<file path="src/design/fepc_regs.svh">
// constants for the fast ethernet phy coding path
// Overview of operation
// - tx path: nibble, 4b5b, scramble, nrzi, mlt3
// - code bit stream runs at 125 MHz
// - rx path reverses tx chain in order
// - rx decodes nrzi transitions, one sample per clock
// - scrambler is an 11-bit lfsr
// - 2047-bit sequence, same at receiver
// - all internal rates from 25 MHz reference
// - fx mode bypasses scrambler and mlt3
// - fx mode skips autoneg and crossover
// - signal detect selects tx, fx-fault, fx-ok
// - fault sends 84 ones then zero in idle
// - received fault pattern forces link down
// - received fault leaves transmitter unchanged
// - fault feature enabled at reset, disableable
// - per-port power down from either register
// - full chip power down stops the coding path, not the register port
// - crossover follows remote pair usage
// - crossover disable sets pair assignment from force-mdix bit
// - mdi tx on 1/2, mdi-x swaps
// - manchester split after squelch qualifies
// - 10base-t rx clock runs while idle
`ifndef FEPC_REGS_SVH
`define FEPC_REGS_SVH
`define FEPC_ADDR_CTRL 4'h0
`define FEPC_ADDR_STAT 4'h1
`define FEPC_CTRL_PORT_PD 0
`define FEPC_CTRL_MII_PD 1
`define FEPC_CTRL_CHIP_PD 2
`define FEPC_CTRL_FEF_DIS 3
`define FEPC_CTRL_XO_DIS 4
`define FEPC_CTRL_FORCE_MDIX 5
`define FEPC_CTRL_RESET 8'h00
`define FEPC_LFSR_SEED 11'h7FF
`define FEPC_FEF_ONES 7'h54
`define FEPC_LOCK_IDLES 6'h3C
`define FEPC_XO_PERIOD 8'hC8
`define FEPC_SYM_IDLE 5'h1F
`define FEPC_SYM_J 5'h18
`define FEPC_SYM_K 5'h11
`define FEPC_SYM_T 5'h0D
`define FEPC_SYM_R 5'h07
`define FEPC_REF_MHZ 25
`define FEPC_BIT_MHZ 125
`define FEPC_BITS_PER_CLK (`FEPC_BIT_MHZ / `FEPC_REF_MHZ)
`endif

</file>
<file path="src/design/fepc_pkg.sv">
// types for the fast ethernet phy coding path
`default_nettype none
package fepc_pkg;
	typedef enum logic [1:0] {FEPC_SD_TX, FEPC_SD_FX_FAULT, FEPC_SD_FX_OK} fepc_sd_t;
	typedef enum logic [2:0] {FEPC_TX_IDLE, FEPC_TX_J, FEPC_TX_K, FEPC_TX_DATA, FEPC_TX_T,
		FEPC_TX_R} fepc_tx_state_t;
endpackage : fepc_pkg
`default_nettype wire

</file>
<file path="src/design/fepc_scrambler.sv">
// 11-bit additive scrambler lane, one instance per direction
`default_nettype none
`include "fepc_regs.svh"
module fepc_scrambler (
	input wire logic clk_sys,
	input wire logic rst_b,
	input wire logic adv,
	input wire logic load,
	input wire logic [10:0] load_val,
	input wire logic bypass,
	input wire logic din,
	output logic dout,
	output logic [10:0] state
);
	logic [10:0] lfsr;
	always_ff @(posedge clk_sys) begin
		if (!rst_b)
			lfsr <= `FEPC_LFSR_SEED;
		else if (load)
			lfsr <= load_val;
		else if (adv)
			lfsr <= {lfsr[9:0], lfsr[10] ^ lfsr[8]};
	end
	assign dout = bypass ? din : (din ^ lfsr[10] ^ lfsr[8]);
	assign state = lfsr;
endmodule : fepc_scrambler
`default_nettype wire

</file>
<file path="src/design/fepc_core.sv">
// coding path of one 10/100 phy port: 4b5b, scrambling, nrzi, mlt3, fx fault
//
// The implementer's own choices: the strobed register port and the register offsets.
`default_nettype none
`include "fepc_regs.svh"
module fepc_core (
	input wire logic clk_sys,
	input wire logic rst_b,
	input wire logic [3:0] reg_addr,
	input wire logic [7:0] reg_wdata,
	input wire logic reg_wr,
	input wire logic reg_rd,
	output logic [7:0] reg_rdata,
	input wire logic [3:0] mii_txd,
	input wire logic mii_tx_en,
	output logic mii_tx_ready,
	output logic [3:0] mii_rxd,
	output logic mii_rx_dv,
	output logic mii_rx_clk10,
	input wire logic [1:0] fiber_signal_detect_in,
	input wire logic [1:0] line_rx_mlt3,
	input wire logic line_rx_active,
	input wire logic squelch_ok,
	input wire logic manch_in,
	input wire logic remote_on_pins12,
	output logic [1:0] line_tx_mlt3,
	output logic line_tx_nrzi,
	output logic pins12_is_tx,
	output logic link_up,
	output logic far_end_fault,
	output logic port_powered
);
	// control bits, status word
	logic [7:0] ctrl;
	logic fef_en;
	logic pd;
	assign fef_en = !ctrl[`FEPC_CTRL_FEF_DIS];
	assign pd = ctrl[`FEPC_CTRL_PORT_PD] | ctrl[`FEPC_CTRL_MII_PD]
		| ctrl[`FEPC_CTRL_CHIP_PD];
	assign port_powered = !pd;

	fepc_pkg::fepc_sd_t sd_mode;
	always_comb begin
		case (fiber_signal_detect_in)
			2'b00: sd_mode = fepc_pkg::FEPC_SD_TX;
			2'b01: sd_mode = fepc_pkg::FEPC_SD_FX_FAULT;
			default: sd_mode = fepc_pkg::FEPC_SD_FX_OK;
		endcase
	end
	logic fx;
	assign fx = sd_mode != fepc_pkg::FEPC_SD_TX;
	logic fef_local;
	assign fef_local = fef_en && sd_mode == fepc_pkg::FEPC_SD_FX_FAULT;

	always_ff @(posedge clk_sys) begin
		if (!rst_b)
			ctrl <= `FEPC_CTRL_RESET;
		else if (reg_wr && reg_addr == `FEPC_ADDR_CTRL)
			ctrl <= reg_wdata;
	end

	logic rx_locked;
	logic fef_rx;
	logic mdix;
	always_ff @(posedge clk_sys) begin
		if (!rst_b)
			reg_rdata <= 8'h00;
		else if (reg_rd && reg_addr == `FEPC_ADDR_CTRL)
			reg_rdata <= ctrl;
		else if (reg_rd && reg_addr == `FEPC_ADDR_STAT)
			reg_rdata <= {2'h0, mdix, fx, fef_rx, fef_local, rx_locked, link_up};
		else
			reg_rdata <= 8'h00;
	end

	// transmit: 4b5b encoder
	function automatic logic [4:0] enc4b5b(input logic [3:0] n);
		case (n)
			4'h0: enc4b5b = 5'h1E;
			4'h1: enc4b5b = 5'h09;
			4'h2: enc4b5b = 5'h14;
			4'h3: enc4b5b = 5'h15;
			4'h4: enc4b5b = 5'h0A;
			4'h5: enc4b5b = 5'h0B;
			4'h6: enc4b5b = 5'h0E;
			4'h7: enc4b5b = 5'h0F;
			4'h8: enc4b5b = 5'h12;
			4'h9: enc4b5b = 5'h13;
			4'hA: enc4b5b = 5'h16;
			4'hB: enc4b5b = 5'h17;
			4'hC: enc4b5b = 5'h1A;
			4'hD: enc4b5b = 5'h1B;
			4'hE: enc4b5b = 5'h1C;
			default: enc4b5b = 5'h1D;
		endcase
	endfunction : enc4b5b

	function automatic logic [4:0] dec4b5b(input logic [4:0] s);
		logic [4:0] r;
		r = 5'h10;
		for (int i = 0; i < 16; i++) begin
			if (enc4b5b(4'(i)) == s)
				r = {1'b0, 4'(i)};
		end
		dec4b5b = r;
	endfunction : dec4b5b

	// one code bit per clock here, a 5-bit group every fifth clock
	// the analog serialiser puts these on the line at 125 Mb/s
	fepc_pkg::fepc_tx_state_t tx_state;
	logic [4:0] tx_sym;
	logic [2:0] bit_idx;
	logic sym_done;
	assign sym_done = bit_idx == 3'(`FEPC_BITS_PER_CLK - 1);
	logic [6:0] fef_cnt;
	assign mii_tx_ready = sym_done && !pd;

	always_ff @(posedge clk_sys) begin
		if (!rst_b || pd)
			bit_idx <= 3'h0;
		else
			bit_idx <= sym_done ? 3'h0 : bit_idx + 3'h1;
	end

	always_ff @(posedge clk_sys) begin
		if (!rst_b || pd) begin
			tx_state <= fepc_pkg::FEPC_TX_IDLE;
			tx_sym <= `FEPC_SYM_IDLE;
		end else if (sym_done) begin
			case (tx_state)
				fepc_pkg::FEPC_TX_IDLE: begin
					if (mii_tx_en) begin
						tx_state <= fepc_pkg::FEPC_TX_J;
						tx_sym <= `FEPC_SYM_J;
					end else
						tx_sym <= `FEPC_SYM_IDLE;
				end
				fepc_pkg::FEPC_TX_J: begin
					tx_state <= fepc_pkg::FEPC_TX_K;
					tx_sym <= `FEPC_SYM_K;
				end
				fepc_pkg::FEPC_TX_K, fepc_pkg::FEPC_TX_DATA: begin
					if (mii_tx_en) begin
						tx_state <= fepc_pkg::FEPC_TX_DATA;
						tx_sym <= enc4b5b(mii_txd);
					end else begin
						tx_state <= fepc_pkg::FEPC_TX_T;
						tx_sym <= `FEPC_SYM_T;
					end
				end
				fepc_pkg::FEPC_TX_T: begin
					tx_state <= fepc_pkg::FEPC_TX_R;
					tx_sym <= `FEPC_SYM_R;
				end
				fepc_pkg::FEPC_TX_R: begin
					tx_state <= fepc_pkg::FEPC_TX_IDLE;
					tx_sym <= `FEPC_SYM_IDLE;
				end
				default: tx_state <= fepc_pkg::FEPC_TX_IDLE;
			endcase
		end
	end

	// fault pattern: 84 ones then a zero, only in idle gaps
	logic tx_idle_gap;
	assign tx_idle_gap = tx_state == fepc_pkg::FEPC_TX_IDLE;
	always_ff @(posedge clk_sys) begin
		if (!rst_b || pd || !fef_local || !tx_idle_gap)
			fef_cnt <= 7'h00;
		else
			fef_cnt <= (fef_cnt == `FEPC_FEF_ONES) ? 7'h00 : fef_cnt + 7'h01;
	end
	logic code_bit;
	always_comb begin
		if (fef_local && tx_idle_gap)
			code_bit = fef_cnt != `FEPC_FEF_ONES;
		else
			code_bit = tx_sym[3'(4) - bit_idx];
	end

	logic scr_bit;
	logic [10:0] tx_lfsr;
	fepc_scrambler u_tx_scr (
		.clk_sys(clk_sys),
		.rst_b(rst_b),
		.adv(!pd),
		.load(1'b0),
		.load_val(11'h000),
		.bypass(fx),
		.din(code_bit),
		.dout(scr_bit),
		.state(tx_lfsr)
	);

	// nrzi then mlt3 (fx drives nrzi straight to the optics)
	logic [1:0] mlt_phase;
	always_ff @(posedge clk_sys) begin
		if (!rst_b || pd) begin
			line_tx_nrzi <= 1'b0;
			mlt_phase <= 2'h0;
		end else if (scr_bit) begin
			line_tx_nrzi <= !line_tx_nrzi;
			mlt_phase <= mlt_phase + 2'h1;
		end
	end
	always_ff @(posedge clk_sys) begin
		if (!rst_b || pd)
			line_tx_mlt3 <= 2'b00;
		else if (fx)
			line_tx_mlt3 <= {1'b0, line_tx_nrzi};
		else
			case (mlt_phase) // 00 zero, 01 plus, 11 minus
				2'h1: line_tx_mlt3 <= 2'b01;
				2'h3: line_tx_mlt3 <= 2'b11;
				default: line_tx_mlt3 <= 2'b00;
			endcase
	end

	// receive: mlt3 to nrzi (any nonzero level is a one), then nrzi edges to nrz
	logic rx_nrzi;
	logic rx_nrzi_q;
	logic rx_nrz;
	assign rx_nrzi = fx ? line_rx_mlt3[0] : (line_rx_mlt3 != 2'b00);
	always_ff @(posedge clk_sys) begin
		if (!rst_b)
			rx_nrzi_q <= 1'b0;
		else
			rx_nrzi_q <= rx_nrzi;
	end
	// transition marks a one; the line is sampled once every clock, with no recovered bit clock
	assign rx_nrz = rx_nrzi ^ rx_nrzi_q;

	// descrambler: lock by loading the ones of an idle stream
	logic [10:0] rx_hist;
	logic [5:0] idle_run;
	logic descr_bit;
	logic [10:0] rx_lfsr;
	logic do_lock;
	assign do_lock = !rx_locked && !fx && idle_run == `FEPC_LOCK_IDLES;
	fepc_scrambler u_rx_scr (
		.clk_sys(clk_sys),
		.rst_b(rst_b),
		.adv(!pd),
		.load(do_lock),
		.load_val({rx_hist[9:0], ~rx_nrz}), // include this cycle's bit: state for next cycle
		.bypass(fx),
		.din(rx_nrz),
		.dout(descr_bit),
		.state(rx_lfsr)
	);
	always_ff @(posedge clk_sys) begin
		if (!rst_b || pd)
			rx_hist <= 11'h000;
		else
			rx_hist <= {rx_hist[9:0], ~rx_nrz}; // idle is all ones in clear
	end
	always_ff @(posedge clk_sys) begin
		if (!rst_b || pd || !line_rx_active)
			idle_run <= 6'h00;
		else if (rx_locked && !descr_bit)
			idle_run <= 6'h00;
		else if (idle_run != `FEPC_LOCK_IDLES)
			idle_run <= idle_run + 6'h01;
	end
	always_ff @(posedge clk_sys) begin
		if (!rst_b || pd || !line_rx_active)
			rx_locked <= 1'b0;
		else if (fx || do_lock)
			rx_locked <= 1'b1;
	end

	// deserialise into symbols and detect incoming fault pattern
	logic [4:0] rx_shift;
	logic [2:0] rx_cnt;
	logic in_frame;
	logic [6:0] ones_run;
	logic [4:0] rx_dec;
	assign rx_dec = dec4b5b(rx_shift);
	always_ff @(posedge clk_sys) begin
		if (!rst_b || pd || !rx_locked) begin
			rx_shift <= 5'h00;
			rx_cnt <= 3'h0;
		end else begin
			rx_shift <= {rx_shift[3:0], descr_bit};
			rx_cnt <= (rx_cnt == 3'(`FEPC_BITS_PER_CLK - 1) || ({rx_shift[3:0], descr_bit}
				== `FEPC_SYM_J && !in_frame)) ? 3'h0 : rx_cnt + 3'h1;
		end
	end
	always_ff @(posedge clk_sys) begin
		if (!rst_b || pd || !rx_locked) begin
			in_frame <= 1'b0;
			mii_rx_dv <= 1'b0;
			mii_rxd <= 4'h0;
		end else if (rx_cnt == 3'h4) begin
			if (rx_shift == `FEPC_SYM_K)
				in_frame <= 1'b1;
			else if (rx_shift == `FEPC_SYM_T || rx_dec == 5'h10)
				in_frame <= 1'b0;
			mii_rx_dv <= in_frame && !rx_dec[4];
			mii_rxd <= rx_dec[3:0];
		end
	end
	always_ff @(posedge clk_sys) begin
		if (!rst_b || !fx || !fef_en || pd)
			ones_run <= 7'h00;
		else if (rx_nrz)
			ones_run <= (ones_run == `FEPC_FEF_ONES) ? ones_run : ones_run + 7'h01;
		else
			ones_run <= 7'h00;
	end
	always_ff @(posedge clk_sys) begin
		if (!rst_b || !fx || !fef_en || pd)
			fef_rx <= 1'b0;
		else if (ones_run == `FEPC_FEF_ONES && !rx_nrz)
			fef_rx <= 1'b1;
		else if (in_frame)
			fef_rx <= 1'b0;
	end
	assign far_end_fault = fef_local;
	always_ff @(posedge clk_sys) begin
		if (!rst_b || pd)
			link_up <= 1'b0;
		else
			link_up <= rx_locked && !fef_rx && sd_mode != fepc_pkg::FEPC_SD_FX_FAULT;
	end

	// auto crossover: hunt until the remote is seen on the receive pair
	logic [7:0] xo_timer;
	always_ff @(posedge clk_sys) begin
		if (!rst_b || pd || fx)
			xo_timer <= 8'h00;
		else
			xo_timer <= (xo_timer == `FEPC_XO_PERIOD) ? 8'h00 : xo_timer + 8'h01;
	end
	always_ff @(posedge clk_sys) begin
		if (!rst_b)
			mdix <= 1'b0;
		else if (fx)
			mdix <= 1'b0;
		else if (ctrl[`FEPC_CTRL_XO_DIS])
			mdix <= ctrl[`FEPC_CTRL_FORCE_MDIX];
		else if (!line_rx_active && xo_timer == `FEPC_XO_PERIOD)
			mdix <= remote_on_pins12 ? 1'b1 : 1'b0;
	end
	assign pins12_is_tx = !mdix;

	// 10base-t: manchester half-bit clock toggling except in reset and power down; data gated by squelch
	logic clk10;
	logic manch_q;
	always_ff @(posedge clk_sys) begin
		if (!rst_b || pd)
			clk10 <= 1'b0;
		else
			clk10 <= !clk10;
	end
	always_ff @(posedge clk_sys) begin
		if (!rst_b || pd || !squelch_ok)
			manch_q <= 1'b0;
		else if (clk10)
			manch_q <= manch_in;
	end
	assign mii_rx_clk10 = clk10 ^ (manch_q & 1'b0);
endmodule : fepc_core
`default_nettype wire

</file>
<file path="config.mk">
export PLATFORM = sky130hd
export DESIGN_NAME = fepc_core
export DESIGN_NICKNAME = d
export VERILOG_FILES = /design/src/design/fepc_pkg.sv /design/src/design/fepc_scrambler.sv /design/src/design/fepc_core.sv
export VERILOG_INCLUDE_DIRS = /design/src /design/src/design
export SDC_FILE = /design/constraint.sdc
export NUM_CORES = 1
export LEC_CHECK = 0
export ABC_AREA = 0
export ABC_CLOCK_PERIOD_IN_PS = 2200
export CORE_ASPECT_RATIO = 0.5
export CORE_UTILIZATION = 30
export DETAILED_ROUTE_END_ITERATION = 12
export DONT_BUFFER_PORTS = 1
export GPL_TIMING_DRIVEN = 0
export PLACE_DENSITY = 0.55
export REMOVE_ABC_BUFFERS = 1
export SLEW_MARGIN = 20
export SYNTH_ARGS = -nofsm -noshare
export SYNTH_HDL_FRONTEND = slang
export SYNTH_SLANG_ARGS = --single-unit
</file>
<file path="constraint.sdc">
create_clock -name clk_sys -period 2.2 [get_ports clk_sys]
set_clock_uncertainty 0.15 [all_clocks]
set_input_delay 0.11 -clock clk_sys [delete_from_list [all_inputs] [get_ports clk_sys]]
set_output_delay 0.11 -clock clk_sys [all_outputs]
set_load 0.1 [all_outputs]
</file>
==> run summary <==
• complete, no violations — status
• 2.32 ns — required time of the worst setup path
• 13.1 um — wire length per cell after detailed routing
• 0.0907 — share of cells above drive strength 1
• 91.7 um — vertical die dimension
• 718 — number of cells after detailed placement
• buffers and inverters — delay-heaviest family, CP
• ones_run[5] — Crit Reg-Reg Endpoint
• 766 nW/um2 — power per unit of standard cell area
• 0 ns — setup tns final
• 0 — global route total overflow
• 478 MHz — fmax
• 0.62 ns — slowest cell delay on critical path
• 0 — max-capacitance violation count
• 1530 — filler cell count in the final layout
• 2.09 ns — shortest clock period the worst path allows after layout
• 3294 — vias in the first global route
• 0.34 ns — worst skew pair latency
• 0 — fraction of registers with async set or reset after synthesis
• 0 — yosys warns
• 181 um — floorplan die width
• 6480 um — half-perimeter wire length after detailed placement
• 0.464 — register area share after synthesis
• 1 — number of antenna violations at the first check in global routing
• 112 — clk sink count
• 51 — IO Pins
• 7 — top fanout value on the critical path
• 604 — Total Nets Final
• primary input — crit start category
• 0.950 — final worst-path cycle share
• 4.69 — via count normalized by instance count
• dlygate4sd3_1 — cell repeated most along the worst path
• 2480 um2 — total area of multi-input combinational cells
• -0.676 ns — post-placement setup slack
• 2 — buffer depth of the longest clock path
• dfxtp_1 — predominant post-synthesis flop cell
• mii_txd[3] — worst min-delay path startpoint
• 0 — number of hold-slack violations in the final timing report
• 159 — Initial DRC Count
• 0.12 ns — internal reg-to-reg setup slack
• 0.310 — initial core utilization
• false — RSZ-0062 raised after global routing
• 2 — number of buffers and inverters on the critical path
• clkbuf_16 — CTS root buffer
• 0 — Setup violations, final
• 0.368 — fin util
• 0 — number of design rule violations left after detail routing
• 44 — pin count of the biggest net entering global routing
• ctrl[1] — startpoint of the most critical register-to-register path
• built — TritonCTS clock tree
• 533 — Post-Syn Instances
• flip-flop — sort of element at the end of the critical path
• 10100 um — final routed wirelength across all metal layers
• 16200 um — global-route wire length before repair
• 60 — Distinct cells, synth
• 0 — number of enable flip-flop cells after synthesis
• 2.27 nW — Lkg Pwr
• 3597 — routed vias
• 4 — Hold Path Stages
• 4 — DRT Pass-1 Iters
• 32 — number of placement rows
• dlygate4sd3_1, nor2_4, a21oi_4, dlygate4sd3_1, xnor2_2, nand2_2, nor3_1 — crit path cell chain
• 0.769 — Routability Congestion
• 6 — Register-to-Register Path Depth
• tx_sym[3] — Worst Hold End
• 112 — synthesized flop and latch total
• 0.109 ns — Setup WS post-layout
• 4830 um2 — post-synthesis instance area
• 406 uV — maximum vdd drop
• 15600 um2 — Floorplan Core Area
• primary input to flip-flop — hold crit path type
• 767 — Finished Layout Cells
• 16600 um2 — overall die area
• 18.6% — Syn-to-layout area delta
• 0 — Port Buffer Count
• 2.21 ns — arrival time at the worst endpoint
• 0.07 ns — Reg clk slew, reported paths
• 0 — Final Max Tran Viols
• 2250 um2 — Reg area
• 9.06 um2 — synthesized area divided by synthesized cell count
• 0.314 — Max-slew headroom
• 1.03 ns — actual transition at the worst max-transition pin
• 9 — total clock buffers created by CTS
• primary input to flip-flop — worst setup path category
• dlygate4sd3_1 — cell with the largest stage delay on the worst path
• 0.122 — global-route total usage across every layer
• 0 — antenna violation net count after detailed routing
• 3 — number of H-tree branching levels
• 4.39 mW — total power draw
-- per-layer routing --
metal	vias to the layer above	part of all wire	global-route usage
met5	-	0	0
met4	0	0.013	0.0410
met3	11	0.042	0.0306
met2	50	0.46	0.201
met1	1653	0.48	0.155
li1	1883	-	-
-- worst max-delay path by stage --
| stage | start | cells after the start | endpoint | slack [ns] |
|---|---|---|---|---|
| 2_1_floorplan | ctrl[0] | 3 | mii_tx_ready | -0.18 |
| 3_5_place_dp | ctrl[0] | 6 | mlt_phase[1] | -0.68 |
| 5_1_grt | fiber_signal_detect_in[1] | 7 | ones_run[5] | 0.004 |
| 4_1_cts | fiber_signal_detect_in[1] | 7 | ones_run[3] | 0.008 |
| 6_report | fiber_signal_detect_in[1] | 7 | ones_run[5] | 0.11 |
| 3_3_place_gp | ctrl[0] | 5 | rx_cnt[1] | -0.68 |
-- metrics by stage --
step | instance area (um2) | hold WS [ns]
5_1_grt | 5730 | 0.0272
2_1_floorplan | 4730 | 0.0219
4_1_cts | 5630 | 0.00863
3_3_place_gp | 4990 | 0.0301
3_5_place_dp | 5030 | 0.0320
6_report | 5730 | 0.0300
-- sequential cells by signal (all words and copies together) (netlist names), 7 cells and up --
register        flops
rx_hist            10
fef_cnt             7
u_rx_scr.state     11
xo_timer            8
u_tx_scr.state     11
reg_rdata           8
ctrl                8
ones_run            7
-- synth_stat cells (all sizes together) (9+ instances only) --
library cell	count	area (um2)
a21oi	20	111
and3	22	138
clkbuf	14	52.6
dfxtp	112	2240
ha	15	188
inv	20	75.1
mux2i	9	90.1
nand2	76	298
nand3	45	230
nor2	46	188
nor2b	12	75.1
nor3	16	90.1
o21ai	20	100
xnor2	17	149
xor2	13	114
-- where the power goes --
group          internal (mW)  switching, mW
clock                  0.867          0.696
combinational          0.280          0.259
sequential              2.11          0.176
-- logic make-up after synthesis --
| logic type | after synthesis | synth area share |
|---|---|---|
| mux | 12 | 0.0256 |
| simple gates | 246 | 0.260 |
| flops | 112 | 0.464 |
| compound gates | 73 | 0.106 |
| buf+inv | 42 | 0.0370 |
| xor+xnor | 33 | 0.0684 |
| fa+ha+maj | 15 | 0.0389 |
-- worst register-to-register path, stage by stage, from the launching register on --
cell       delay [ns]
dfxtp_1          0.35
or3_4            0.53
clkinv_16        0.18
nand2_4          0.20
nor3_2           0.24
nand2_2          0.15
nor3_1           0.20
-- what timing repair did --
action                                  4_1_cts  5_1_grt
pin swaps                                     3        4
hold endpoints to repair                     82        0
endpoints found under the setup margin       95       33
setup buffers                                 1        5
gates cloned                                  0        2
resized for setup                             8        7
hold buffers                                 27        0
-- layout by cell type, fill, tap and decap left out, drive strengths merged, types with 3 or more instances in the layout --
cell type	Yosys	layout
and2	6	6
inv	20	21
nor4	3	3
or3	2	3
a22o	7	7
a21boi	3	3
mux2	3	3
nor3	16	16
ha	15	15
nor3b	4	4
o21bai	3	3
o22ai	3	3
o211ai	4	4
nor2b	12	12
buf	7	9
a21oi	20	20
nand2	76	76
clkbuf	14	10
dfxtp	112	112
dlygate4sd3	0	26
o21ai	20	20
nand2b	4	4
a311oi	3	3
xnor2	17	17
xnor3	3	3
xor2	13	13
mux2i	9	9
nand4	3	4
nor2	46	46
nand3	45	45
and3	22	22
-- final cells by class --
class | instances | share of cell area
Tap cell | 204 | 0.0446
Clock buffer | 10 | 0.0400
Inverter | 21 | 0.0183
Clock inverter | 3 | 0.00765
Multi-Input combinational cell | 381 | 0.433
Timing Repair Buffer | 35 | 0.0636
Sequential cell | 112 | 0.392
Antenna cell | 1 | 0.000437
Note: power is estimated with default switching activity, not from simulation.
